--- src/rsc_pkg.sv ---
// Package for the reset strap capture block: field layout, reset values, APB map
package rsc_pkg;

  localparam int RSC_RATIO_W = 3;

  // Ratio codes; core clock multiplier in half steps (n*2)
  localparam logic [2:0] RSC_RATIO_2P0 = 3'h0;
  localparam logic [2:0] RSC_RATIO_2P5 = 3'h1;
  localparam logic [2:0] RSC_RATIO_3P0 = 3'h2;
  localparam logic [2:0] RSC_RATIO_3P5 = 3'h3;
  localparam logic [2:0] RSC_RATIO_4P0 = 3'h4;
  localparam logic [2:0] RSC_RATIO_5P0 = 3'h5;
  localparam logic [3:0] RSC_HALF_2P0 = 4'h4;
  localparam logic [3:0] RSC_HALF_2P5 = 4'h5;
  localparam logic [3:0] RSC_HALF_3P0 = 4'h6;
  localparam logic [3:0] RSC_HALF_3P5 = 4'h7;
  localparam logic [3:0] RSC_HALF_4P0 = 4'h8;
  localparam logic [3:0] RSC_HALF_5P0 = 4'ha;

  // Sysclk band limits in MHz
  localparam int RSC_BAND_LO_MHZ = 50;
  localparam int RSC_BAND_HI_MHZ = 100;

  // Register byte offsets
  localparam logic [11:0] RSC_OFF_STRAP = 12'h000;
  localparam logic [11:0] RSC_OFF_CFG = 12'h004;
  localparam logic [11:0] RSC_OFF_ID = 12'h008;

  // Field positions in the strap register
  localparam int RSC_BIT_DLL_SKIP = 0;
  localparam int RSC_BIT_PROM_BOOT = 1;
  localparam int RSC_BIT_IRQ_ARM = 2;
  localparam int RSC_BIT_RATIO = 4;
  localparam int RSC_BIT_PLL_SKIP = 8;
  localparam int RSC_BIT_SYSCLK = 9;
  localparam int RSC_BIT_RATIO_BAD = 12;
  // Field positions in the config register
  localparam int RSC_BIT_OVR_EN = 0;

  // Every default strap reads as zero (internal pulldown)
  localparam logic [9:0] RSC_STRAP_RST = 10'h000;
  localparam logic RSC_OVR_RST = 1'b0;
  // Arbitrary block identity value
  localparam logic [31:0] RSC_ID_VALUE = 32'h5a5a0001;

  typedef struct packed {
    logic dll_skip;
    logic prom_boot_strap;
    logic interrupt_arm_strap;
    logic [2:0] core_ratio_strap;
    logic pll_skip;
    logic sysclk_range_strap;
  } rsc_straps_s;

  typedef struct packed {
    logic io_clk_bypass_dll;
    logic boot_from_prom;
    logic boot_wait_external;
    logic irq_enabled;
    logic irq_edge_mode;
    logic [3:0] core_ratio_half;
    logic ratio_code_bad;
    logic core_clk_bypass_pll;
    logic sysclk_below_band;
  } rsc_config_s;

endpackage

--- src/rsc_capture.sv ---
// Strap capture during reset, decoded configuration and APB status port
//
// Behaviour
// Sample strap pins only while reset held
// Unconnected strap reads as default low
// Board holds pin high for non-default mode
// DLL skip strap bypasses I/O clock DLL
// Boot strap: prom boot or wait
// Interrupt strap: disabled-level or enabled-edge
// Three-bit ratio code selects core multiplier
// PLL skip strap bypasses core clock PLL
// Sysclk range strap flags below-band input
// Latched values hold until next reset
//
// Decided for this implementation: the APB slave port and the placing of the registers.
`timescale 1ns/10ps
module rsc_capture
  import rsc_pkg::*;
(
  input wire logic pclk,
  input wire logic presetn,
  // Strap pins, sampled as the shared pins read during reset
  input wire logic timer0_expire_out,
  input wire logic boot_memory_select,
  input wire logic bus_owner_out,
  input wire logic link0_direction,
  input wire logic link1_direction,
  input wire logic link2_direction,
  input wire logic link3_direction,
  input wire logic bus_hold_out,
  // High while the shared pins carry their ordinary function
  output logic pins_normal,
  output rsc_config_s cfg,
  // APB slave
  input wire logic psel,
  input wire logic penable,
  input wire logic pwrite,
  input wire logic [11:0] paddr,
  input wire logic [31:0] pwdata,
  output logic [31:0] prdata,
  output logic pready,
  output logic pslverr
);

  // Reset is asynchronous, so the pins cannot be caught by the reset branch.
  // A separate process with no reset samples them on every edge while held.
  logic run;
  logic [9:0] sample;
  logic [9:0] held;
  logic ovr_en;
  rsc_straps_s st;

  wire [9:0] pins_now = {bus_hold_out, link3_direction, link2_direction, link1_direction,
                         link0_direction, bus_owner_out, boot_memory_select,
                         timer0_expire_out, 2'b00};

  always_ff @(posedge pclk) begin
    if (!presetn) begin
      sample <= pins_now;
    end
  end

  // First edge after release latches the sample and freezes it
  always_ff @(posedge pclk or negedge presetn) begin
    if (!presetn) begin
      run <= 1'b0;
      held <= RSC_STRAP_RST;
    end else if (!run) begin
      run <= 1'b1;
      held <= sample;
    end
  end

  assign pins_normal = run;

  assign st.dll_skip = held[2];
  assign st.prom_boot_strap = held[3];
  assign st.interrupt_arm_strap = held[4];
  assign st.core_ratio_strap = held[7:5];
  assign st.pll_skip = held[9];
  assign st.sysclk_range_strap = held[8];

  logic [3:0] ratio_half;
  always_comb begin
    case (st.core_ratio_strap)
      RSC_RATIO_2P0: ratio_half = RSC_HALF_2P0;
      RSC_RATIO_2P5: ratio_half = RSC_HALF_2P5;
      RSC_RATIO_3P0: ratio_half = RSC_HALF_3P0;
      RSC_RATIO_3P5: ratio_half = RSC_HALF_3P5;
      RSC_RATIO_4P0: ratio_half = RSC_HALF_4P0;
      RSC_RATIO_5P0: ratio_half = RSC_HALF_5P0;
      default: ratio_half = RSC_HALF_2P0;
    endcase
  end

  wire ratio_bad = st.core_ratio_strap > RSC_RATIO_5P0;
  // Override lets software force every bypass off for bring-up
  wire allow = run && !ovr_en;

  assign cfg.io_clk_bypass_dll = allow && st.dll_skip;
  assign cfg.boot_from_prom = run && !st.prom_boot_strap;
  assign cfg.boot_wait_external = run && st.prom_boot_strap;
  assign cfg.irq_enabled = run && st.interrupt_arm_strap;
  assign cfg.irq_edge_mode = run && st.interrupt_arm_strap;
  assign cfg.core_ratio_half = ratio_half;
  assign cfg.ratio_code_bad = ratio_bad;
  assign cfg.core_clk_bypass_pll = allow && st.pll_skip;
  assign cfg.sysclk_below_band = st.sysclk_range_strap;

  // APB: zero wait states, unmapped address answers with pslverr
  wire acc = psel && penable;
  wire hit_strap = paddr == RSC_OFF_STRAP;
  wire hit_cfg = paddr == RSC_OFF_CFG;
  wire hit_id = paddr == RSC_OFF_ID;
  wire mapped = hit_strap || hit_cfg || hit_id;
  wire wr_cfg = acc && pwrite && hit_cfg;

  logic [31:0] strap_word;
  always_comb begin
    strap_word = 32'h0;
    strap_word[RSC_BIT_DLL_SKIP] = st.dll_skip;
    strap_word[RSC_BIT_PROM_BOOT] = st.prom_boot_strap;
    strap_word[RSC_BIT_IRQ_ARM] = st.interrupt_arm_strap;
    strap_word[RSC_BIT_RATIO +: RSC_RATIO_W] = st.core_ratio_strap;
    strap_word[RSC_BIT_PLL_SKIP] = st.pll_skip;
    strap_word[RSC_BIT_SYSCLK] = st.sysclk_range_strap;
    strap_word[RSC_BIT_RATIO_BAD] = ratio_bad;
  end

  wire [31:0] rd_mux = hit_strap ? strap_word :
                       hit_cfg ? {31'h0, ovr_en} :
                       hit_id ? RSC_ID_VALUE : 32'h0;

  always_ff @(posedge pclk or negedge presetn) begin
    if (!presetn) begin
      ovr_en <= RSC_OVR_RST;
      prdata <= 32'h0;
    end else begin
      if (wr_cfg) begin
        ovr_en <= pwdata[RSC_BIT_OVR_EN];
      end
      if (psel && !penable && !pwrite) begin
        prdata <= rd_mux;
      end
    end
  end

  assign pready = 1'b1;
  assign pslverr = acc && !mapped;
endmodule

--- config.mk ---
export PLATFORM = sky130hd
export DESIGN_NAME = rsc_capture
export DESIGN_NICKNAME = d
export VERILOG_FILES = /design/src/rsc_pkg.sv /design/src/rsc_capture.sv
export SDC_FILE = /design/constraint.sdc
export NUM_CORES = 1
export LEC_CHECK = 0
export BUFFER_PORTS_ARGS = -buffer_cell sky130_fd_sc_hd__buf_2
export CELL_PAD_IN_SITES_DETAIL_PLACEMENT = 1
export CELL_PAD_IN_SITES_GLOBAL_PLACEMENT = 1
export CORE_ASPECT_RATIO = 0.8
export CORE_MARGIN = 3
export CORE_UTILIZATION = 28
export CTS_CLUSTER_DIAMETER = 120
export CTS_CLUSTER_SIZE = 25
export DETAILED_ROUTE_END_ITERATION = 7
export GPL_TIMING_DRIVEN = 0
export PLACE_DENSITY = 0.78
export SETUP_SLACK_MARGIN = 0.05
export SYNTH_ARGS = -nofsm -noshare
export SYNTH_HDL_FRONTEND = slang
export SYNTH_SLANG_ARGS = --single-unit
--- constraint.sdc ---
create_clock -name pclk -period 1.1 [get_ports pclk]
set_input_delay 0.11 -clock pclk [delete_from_list [all_inputs] [get_ports pclk]]
set_output_delay 0.11 -clock pclk [all_outputs]
set_load 0.01 [all_outputs]
-- Yosys cells after proc, flatten, opt, wreduce, memory -nomap -nowiden
Index checks and enable logic that the tools add are counted.
Widths: inputs -> output; s select.
- register bits: 50
- word-level logic and storage cells: 37
- eq/ne operators: 7
- reductions and logical operators: 20
- muxes and demuxes: 4
- magnitude comparators: 1
- operator list (kind ; number):
    $mux 31 ; 3
    $pmux 4 s5 ; 1
    $eq 12x3->1 const B ; 1
    $eq 12x4->1 const B ; 1
    $logic_and 1x1->1 ; 12
    $logic_not 12->1 ; 1
    $eq 3x2->1 const B ; 2
    $eq 3x3->1 const B ; 2
    $logic_not 1->1 ; 5
    $eq 3x1->1 const B ; 1
    $gt 3x3->1 const B ; 1
    $logic_or 1x1->1 ; 2

-- Depth between registers and ports, before layout
Gate-level depths: netlist of the first run.
- word-level depth: 5
- depth in mapped cells: 4
- gate-level depth less buffers: 3

-- Least setup slack after synthesis of the first run
OpenSTA, ideal clock, no wires.
- path type: reg2reg
- start point: register run (netlist: pins_normal)
- end point: register held[2]
- setup slack: 0.003 ns
- arrival time: 0.972 ns
- required time: 0.975 ns
- buffers on the path: 1
- clock period less this slack: 1.097 ns
- cell stages (with the launch flop): 3
- setup time: 0.125 ns
- cells stage by stage: dfrtp_1 buf_2 mux2_2
- RTL lines (item ; RTL line ; RTL):
    start: declaration ; rsc_capture.sv:47 ; logic run;
    start signal: assignment ; rsc_capture.sv:66 ; run <= 1'b0;
    start signal: assignment ; rsc_capture.sv:69 ; run <= 1'b1;
    end signal: assignment ; rsc_capture.sv:70 ; held <= sample;
    end: declaration ; rsc_capture.sv:49 ; logic [9:0] held;
No word-level cell between the ends.

==> results.md, run 1 <==
Synth:
- In this run, distinct cell masters in the synthesized netlist total 31.
- The count of mapped cells out of synthesis is about 120.
- The summed instance area of the synthesized netlist is 1400 um^2.
- By area the synthesized netlist is led by sky130_fd_sc_hd__dfrtp_1 36%, sky130_fd_sc_hd__edfxtp_1 17%, sky130_fd_sc_hd__buf_4 14%, sky130_fd_sc_hd__mux2_2 6.4%, sky130_fd_sc_hd__nand2_1 3.2%.
- The share of the Yosys chip area taken by registers is 0.530.
- Each instance of the synthesized netlist takes up on average 11.5 um^2.
- The number of warnings issued by yosys is 0.
- The count of flip-flops with a built-in enable after synthesis is 8.
- The fraction of registers with async set or reset after synthesis is 0.714.
- Summed over all instances, the cell type with the most area after synthesis is sky130_fd_sc_hd__dfrtp_1.
- Counting flops and latches in the post-synthesis netlist gives 28.
- In the synthesized netlist the dominant register cell turns out to be sky130_fd_sc_hd__dfrtp_1.
- The top cell type's share of synthesized area is 0.358.

Floorplan:
- The die footprint is 5890 um^2.
- In this run the count of I/O pins placed on the die edge is 104.
- The initialized floorplan defines 22 standard-cell rows.
- The core box area is between 4000 and 5000 um^2.
- Measured along the x axis, the die boundary spans 85.0 um.
- The initial cell density of the core is 0.297.
- The floorplan die height is 69.2 um.

Setup path:
- The critical path is of the register to primary output type.
- Along the worst path, the maximum fanout reaches 5.
- The arrival time of data at the critical path endpoint is 1.21 ns.
- For the worst setup path, the data required time is roughly 1 ns.
- The worst setup path is launched from a register.
- The depth of the worst register-to-register path is 5.
- STA classifies the critical path endpoint as a primary output.

Clocking:
- The H-tree depth is 1.
- The number of buffers on the longest clock path is 2.
- For this design, the sink count on the clock tree is 28.
- The total clock buffers created by CTS is 3.
- In this run the clock root is driven by a sky130_fd_sc_hd__clkbuf_8.
- Clock-pin slew was measured on the worst setup and hold paths at 0.10 ns.
- TritonCTS built the clock tree.
- The insertion delay of the later-clocked pin in the worst-skew pair is ~0.28 ns.

Route:
- Once detail routing completed, the nets flagged for antenna violations numbered 0.
- In the final routed layout, each cell accounts on average for 13.4 um.
- The first detailed-routing pass took 4 iterations.
- The final wirelength is 3780 um.
- The final routed DRC violation total is 0.
- The DRC marker count from the first detailed-route iteration is 48.
- The detailed router placed 1161 vias in this run.
- Dividing the detail-routed via count by the number of cells gives 4.13.

STA:
- Across all setup checks in the final design, the least slack found is -0.216 ns.
- The worst hold margin is -0.232 ns.
- The final hold violation count is 20.
- The setup skew after layout is ~0.0044 ns.
- The max-slew violation count is 0.
- The routed design could run at a clock period as short as 1.32 ns.
- The final count of negative-setup-slack endpoints is 20.
- The maximum clock frequency is 760 MHz.
- The ratio of final minimum period to clock period is 1.20.
- Setup repair after global routing could not meet its margin everywhere.

Finish:
- The final layout contains ~280 nets.
- The number of antenna diodes in the final layout is 0.
- The fraction of the core area covered by cells at the end of the flow is 0.500.
- Of the cells placed in the final design, the portion with a size suffix greater than 1 is 0.611.
- The layout-stage area growth over the synthesis result is 68.2%.
- With fillers left out, the area of the finished cells amounts to 2350 um^2.

Placement:
- The global placer's final weighted congestion is 0.748.
- Timing analysis after detailed placement gives a worst setup slack of -0.134 ns.
- Port buffering added 56 buffers.
- After detailed placement, the total cell area comes to roughly 1800 um^2.
- The detailed placement HPWL is 2550 um.

Pwr:
- Dividing total power by cell area gives a power density of roughly 1100 nW/um^2.
- The power consumption is 0.00259 W.
- Summed over all cells, the static leakage comes to 1.20 nW.
- The worst-case IR drop observed on VDD is 0.863 mV.

Global route:
- The aggregate global-route resource usage is 0.128.
- Summed over all layers, the global routing overflow is 0.
- The initial antenna violation count came to 0.
- The via count of the first global-routing pass is 1250.
- The wire length of the first global-routing pass is between 6000 and 7000 um.
- Entering global routing, the biggest net connects 22 pins.

Job:
- The number of max-cap violations is 0.

Outcome:
- The checks that failed: hold timing, setup timing.
- The run finished, with violations left.

Hold path:
- The min-delay analysis places its worst path in the category input pin to asynchronous set/reset pin.
## through the flow
stage,cells,TNS [ns]
2_1_floorplan,137,0
3_3_place_gp,253,-0.710
3_5_place_dp,253,-1.33
4_1_cts,281,-2.43
5_1_grt,281,-3.30
6_report,281,-2.27
## routing by layer
layer  track usage  part of all wire
met1         0.156              0.39
met2         0.225              0.55
met3        0.0321             0.052
met4        0.0316             0.010
met5             0                 0
## worst max-delay path, cell delays in order (launching register included)
cell and delay [ns]:
sky130_fd_sc_hd__dfrtp_2 0.42, sky130_fd_sc_hd__buf_6 0.13, sky130_fd_sc_hd__buf_12 0.12, sky130_fd_sc_hd__and2_4 0.15, sky130_fd_sc_hd__buf_6 0.11
## synth_stat cells (2+ instances only)
| cell type | instances |
|---|---|
| sky130_fd_sc_hd__mux2_2 | 8 |
| sky130_fd_sc_hd__nand2_1 | 12 |
| sky130_fd_sc_hd__and2_1 | 2 |
| sky130_fd_sc_hd__nor4_4 | 2 |
| sky130_fd_sc_hd__o21ai_1 | 5 |
| sky130_fd_sc_hd__edfxtp_1 | 8 |
| sky130_fd_sc_hd__nor3b_1 | 2 |
| sky130_fd_sc_hd__nor2_1 | 4 |
| sky130_fd_sc_hd__conb_1 | 2 |
| sky130_fd_sc_hd__o21ai_0 | 3 |
| sky130_fd_sc_hd__dfrtp_1 | 20 |
| sky130_fd_sc_hd__inv_1 | 9 |
| sky130_fd_sc_hd__and3b_1 | 2 |
| sky130_fd_sc_hd__buf_4 | 26 |
## placed cells by master, fill, tap and decap left out, drive strengths merged
master	Yosys	layout
and4bb	1	1
nand4	2	2
o21ai	8	8
or3b	1	1
and2	2	2
mux2	9	9
nor2b	1	1
nor4	3	3
a22o	1	1
inv	9	9
a211oi	1	1
a21oi	1	1
nor2	4	4
o31ai	1	1
buf	28	100
dfrtp	20	20
nor3	1	1
dlygate4sd3	0	8
conb	2	17
and3b	2	2
edfxtp	8	8
nand2b	1	1
bufinv	0	1
a32o	1	1
nand2	12	12
and3	1	1
clkbuf	0	3
nor3b	2	2
## path summary, 6_finish.rpt
| kind | to | startpoint | slack, ns |
|---|---|---|---|
| max | cfg[9] | pins_normal | -0.22 |
| min | held[8] | presetn | -0.23 |
| max reg2reg | held[3] | pins_normal | -0.20 |
| min reg2reg | held[7] | sample[7] | 0.48 |
| max in group asynchronous | prdata[28] | presetn | 0.98 |
| min in group pclk | ovr_en | pwdata[0] | 0.05 |
## registers in the layout (all words and copies together), names as in the netlist
signal / flops
prdata: 10
held: 8
sample: 8
ovr_en: 1
pins_normal: 1
## area by class of cell
cell class | instances | area (um^2)
plain buffers | 26 | 233
inverters | 9 | 36.3
well taps | 60 | 75.1
repair buffers | 82 | 666
fillers | 510 | 2350
clock buffers | 3 | 41.3
clock inverters | 1 | 30.0
multi-input cells | 72 | 528
flip-flops and latches | 28 | 744
## cell families (layout without fill, tap and decap cells)
| family | count (synthesis) | count (layout) | synth area share |
|---|---|---|---|
| buffers and inverters | 37 | 121 | 0.175 |
| AND/OR/NAND/NOR | 33 | 33 | 0.157 |
| flip-flops | 28 | 28 | 0.530 |
| AO/OA/AOI/OAI | 13 | 13 | 0.0599 |
| multiplexers | 9 | 9 | 0.0725 |
| other | 2 | 17 | 0.00537 |
## where the power goes
group / internal [W] / leakage (nW) / switching, W
clock: 0.000488 / 0.0357 / 0.000328
combinational: 0.000337 / 0.830 / 0.000256
sequential: 0.00114 / 0.334 / 0.0000440
## repair_timing
action | CTS | global route
pin swaps | 8 | 6
endpoints found under the setup margin | 25 | 30
endpoints found under the hold margin | 27 | 21
cloned | 0 | 0
hold buffers | 7 | 1
gates resized for setup | 35 | 28
setup buffers | 18 | 3
Note: power is estimated with default switching activity, not from simulation.
==> inputs of run 2 (changes only) <==
--- a/config.mk
+++ b/config.mk
@@ -5,12 +5,13 @@
 export SDC_FILE = /design/constraint.sdc
 export NUM_CORES = 1
 export LEC_CHECK = 0
+export ABC_AREA = 1
 export BUFFER_PORTS_ARGS = -buffer_cell sky130_fd_sc_hd__buf_2
 export CELL_PAD_IN_SITES_DETAIL_PLACEMENT = 1
 export CELL_PAD_IN_SITES_GLOBAL_PLACEMENT = 1
 export CORE_ASPECT_RATIO = 0.8
 export CORE_MARGIN = 3
-export CORE_UTILIZATION = 28
+export CORE_UTILIZATION = 27
 export CTS_CLUSTER_DIAMETER = 120
 export CTS_CLUSTER_SIZE = 25
 export DETAILED_ROUTE_END_ITERATION = 7
==> results.md, run 2 <==
Outcome:
- The run finished, with violations left.
- The checks that failed: hold timing, setup timing.

Route:
- Dividing the detail-routed wire length by the instance count gives around 11 um.
- The routed via count is between 1k and 1.5k.
- The remaining antenna violation count after routing is 0.
- The routed design has approximately 3600 um of wire.
- For this run, the detailed router's first-pass iteration total came to 2.
- The final routed DRC violation total is 0.
- In the routed layout, each cell is associated on average with a via count of 3.98.
- The DRC marker count from the first detailed-route iteration is 22.

Placement:
- The cell count after placement is 289.
- The area of placed instances is 1800 um^2.
- The count of buffers inserted at the top-level ports is 56.
- The detailed placement HPWL is 2560 um.
- The global placer's final weighted congestion is 0.704.

Setup path:
- The cell type group with the largest total delay on the critical path is flip-flops.
- The data required time of the worst path is roughly 0.99 ns.
- On the critical path, the stage with the largest delay is an instance of sky130_fd_sc_hd__dfrtp_2.
- The reg-to-reg critical path endpoint is held[7].
- The critical path goes through buf_6, nand2_4, nor2_1, buf_2.
- Along the worst path, the maximum fanout reaches 5.
- In this run the number of cells on the critical path is 4.
- The origin of the critical flop-to-flop path is pins_normal.
- STA classifies the critical path endpoint as a primary output.
- The setup check on the worst reg-to-reg path leaves a slack of 0.08 ns.
- STA puts the critical path data arrival time at approximately 1.1 ns.
- The kind of critical path is register to primary output.
- The startpoint type of the worst setup path is a register.
- The depth of the worst register-to-register path is 5.
- The largest stage delay on the critical path is 0.41 ns.
- The combined buffer and inverter count along the critical path is 2.

Synth:
- The share of synthesized area occupied by flip-flops and latches is 0.532.
- sky130_fd_sc_hd__dfrtp_1 takes more of the synthesized area than any other cell.
- The number of warnings issued by yosys is 0.
- In the post-synthesis netlist, the biggest area contributors are sky130_fd_sc_hd__dfrtp_1 36%, sky130_fd_sc_hd__edfxtp_1 17%, sky130_fd_sc_hd__buf_4 14%, sky130_fd_sc_hd__nand2_1 13%, sky130_fd_sc_hd__inv_1 4.0%.
- The average cell area after synthesis is 8.81 um^2.
- The cell count after synthesis came out at between 150 and 200.
- The top cell type's share of synthesized area is 0.360.
- The number of different library cells used by synthesis comes to 21.
- Yosys mapped a number of flops with a built-in enable equal to 8.
- In the synthesized netlist the dominant register cell turns out to be sky130_fd_sc_hd__dfrtp_1.
- Among all cell types in the netlist, the one instantiated most often is sky130_fd_sc_hd__nand2_1.
- In the synthesized netlist, the cells that appear most often are 50 x sky130_fd_sc_hd__nand2_1, 26 x sky130_fd_sc_hd__buf_4, 20 x sky130_fd_sc_hd__dfrtp_1.
- The synthesized netlist occupies a cell area of 1390 um^2.
- Synthesis inferred 28 register bits.
- The fraction of registers with async set or reset after synthesis is 0.714.

Global route:
- The via count of the first global-routing pass is 1195.
- The initial antenna violation count is 0.
- For this run, the total global-route usage over all layers was measured as 0.116.
- The remaining global-route overflow is 0.
- The first global-routing pass estimated about 5500 um of wire.
- Entering global routing, the biggest net connects 22 pins.

Finish:
- The number of flip-flops under the largest register name is 10.
- The number of antenna repair diodes is 0.
- At the end of the flow the core is filled with cells to 0.467.
- The register with the most flip-flops is prdata.
- The ratio of cells with drive above 1 in the final layout is 0.516.
- The layout-stage area growth over the synthesis result is 60.6%.
- The largest registers in the layout are prdata (10), held (8), sample (8).
- The most frequent standard cell in the layout excluding fill and tap cells is sky130_fd_sc_hd__nand2_1.
- The final layout contains roughly 310 nets.
- The top cell types in the final layout, fill and taps aside, are 43 x sky130_fd_sc_hd__nand2_1, 41 x sky130_fd_sc_hd__buf_2, 31 x sky130_fd_sc_hd__buf_4, 26 x sky130_fd_sc_hd__buf_6.
- After routing the design area is 2230 um^2.
- The register area is roughly 740 um^2.
- The non-filler instance count after layout is about 310.
- The number of fill cells in the layout is 581.
- The multi-input combinational cells in the finished layout cover a total of 515 um^2.

Clocking:
- The later pin in the worst-skew pair is clocked with a latency of roughly 0.27 ns.
- The number of buffers on the longest clock path is 2.
- CTS saw 28 sinks.
- Buffers inserted during clock tree synthesis total 3.
- The clock-pin slew reported for the worst setup and hold paths after clock tree synthesis is 0.09 ns.
- TritonCTS built the clock tree.
- The H-tree depth is 1.
- The CTS root buffer is sky130_fd_sc_hd__clkbuf_8.

STA:
- Timing would allow up to just over 800 MHz.
- The ratio of final minimum period to clock period is 1.10.
- Clock skew on the completed layout was measured at 0.00257 ns.
- Setup repair after global routing could not meet its margin everywhere.
- Setup violations remaining at the end of the flow were counted as 15.
- The final hold violation count is 20.
- In the post-route analysis, the smallest setup slack over all paths is -0.110 ns.
- The worst hold margin is -0.214 ns.
- The minimum clock period is 1.21 ns.
- The max-slew violation count is 0.

Floorplan:
- The I/O pin total is ~100.
- After floorplanning, the core was divided into 22 placement rows.
- The floorplan die height is 70.2 um.
- After floorplanning, the core was sized to cover 4790 um^2.
- In this run the horizontal extent of the chip is 86.3 um.
- For this configuration, the core starts out at a cell density of 0.290.
- The floorplan step defined a die boundary enclosing between 6000 and 7000 um^2.

Job:
- Across the run, the number of max-cap violations was 0.

Pwr:
- The static leakage power is around 1.2 nW.
- Power spread over the standard cell area amounts to 960 nW/um^2.
- The design draws 0.00214 W.
- Across the VDD grid, the largest voltage drop is ~0.95 mV.

Hold path:
- The class of the worst hold path is input pin to asynchronous set/reset pin.
-- run 2: cell count changes after synthesis, moves of 2 or more --
cell | before | now
sky130_fd_sc_hd__nand2_1 | 12 | 50
sky130_fd_sc_hd__mux2_2 | 8 | 0
sky130_fd_sc_hd__nor2_1 | 4 | 11
sky130_fd_sc_hd__inv_1 | 9 | 15
sky130_fd_sc_hd__nand3_1 | 0 | 4
sky130_fd_sc_hd__and3b_1 | 2 | 0
sky130_fd_sc_hd__nor3b_1 | 2 | 0
sky130_fd_sc_hd__nor4_4 | 2 | 0
sky130_fd_sc_hd__o21ai_1 | 5 | 7
-- run 2: through the flow --
stage	setup TNS [ns]	setup slack (ns)	hold slack (ns)
floorplan	0	0.0832	-0.186
global placement	-0.919	-0.121	0.0921
detailed placement	-1.33	-0.140	0.0939
CTS	-1.19	-0.126	-0.207
global route	-1.99	-0.187	-0.197
finish	-1.00	-0.110	-0.214
-- run 2: worst max-delay path by stage --
stage / from / to / slack, ns
after detailed placement: pins_normal / cfg[10] / -0.14
final: pins_normal / cfg[11] / -0.11
after global routing: pins_normal / cfg[10] / -0.19
after floorplan: pins_normal / held[5] / 0.08
after global placement: pins_normal / cfg[10] / -0.12
after CTS: pins_normal / pins_normal / -0.13
-- run 2: cell type report --
cell class / instances / area share
buffer: 25 / 0.0985
tap: 60 / 0.0336
inverter: 16 / 0.0269
multi-input combinational: 102 / 0.231
clock buffer: 3 / 0.0185
sequential: 28 / 0.333
clock inverter: 1 / 0.00168
timing repair buffer: 79 / 0.257
-- run 2: worst reg2reg max path, stage by stage, from the launching register on --
cell	delay [ns]
sky130_fd_sc_hd__dfrtp_2	0.44
sky130_fd_sc_hd__buf_6	0.15
sky130_fd_sc_hd__buf_6	0.12
sky130_fd_sc_hd__buf_4	0.12
sky130_fd_sc_hd__nand2_2	0.05
sky130_fd_sc_hd__nand2_1	0.04
-- run 2: timing repair --
item | CTS | global route
endpoints found under the setup margin | 30 | 29
hold endpoints to repair | 20 | 25
buffers inserted | 13 | 5
pin swaps | 5 | 9
resized for setup | 41 | 18
-- run 2: power by group --
part           leakage, nW  internal (W)  switching, W
registers            0.332       0.00113     0.0000445
clock network       0.0231      0.000250      0.000290
logic                0.858      0.000220      0.000210
-- run 2: per-layer routing --
metal / track usage / vias to the layer above / part of all wire
li1: - / 640 / -
met1: 0.131 / 565 / 0.40
met2: 0.210 / 38 / 0.53
met3: 0.0330 / 6 / 0.056
met4: 0.0363 / 0 / 0.014
met5: 0 / - / 0
-- run 2: logic make-up after synthesis --
group / after synthesis / synth area share
DFF: 28 / 0.532
AOI/OAI and AO/OA: 13 / 0.0495
and+or+nand+nor: 72 / 0.227
buffers and inverters: 43 / 0.186
other: 2 / 0.00540
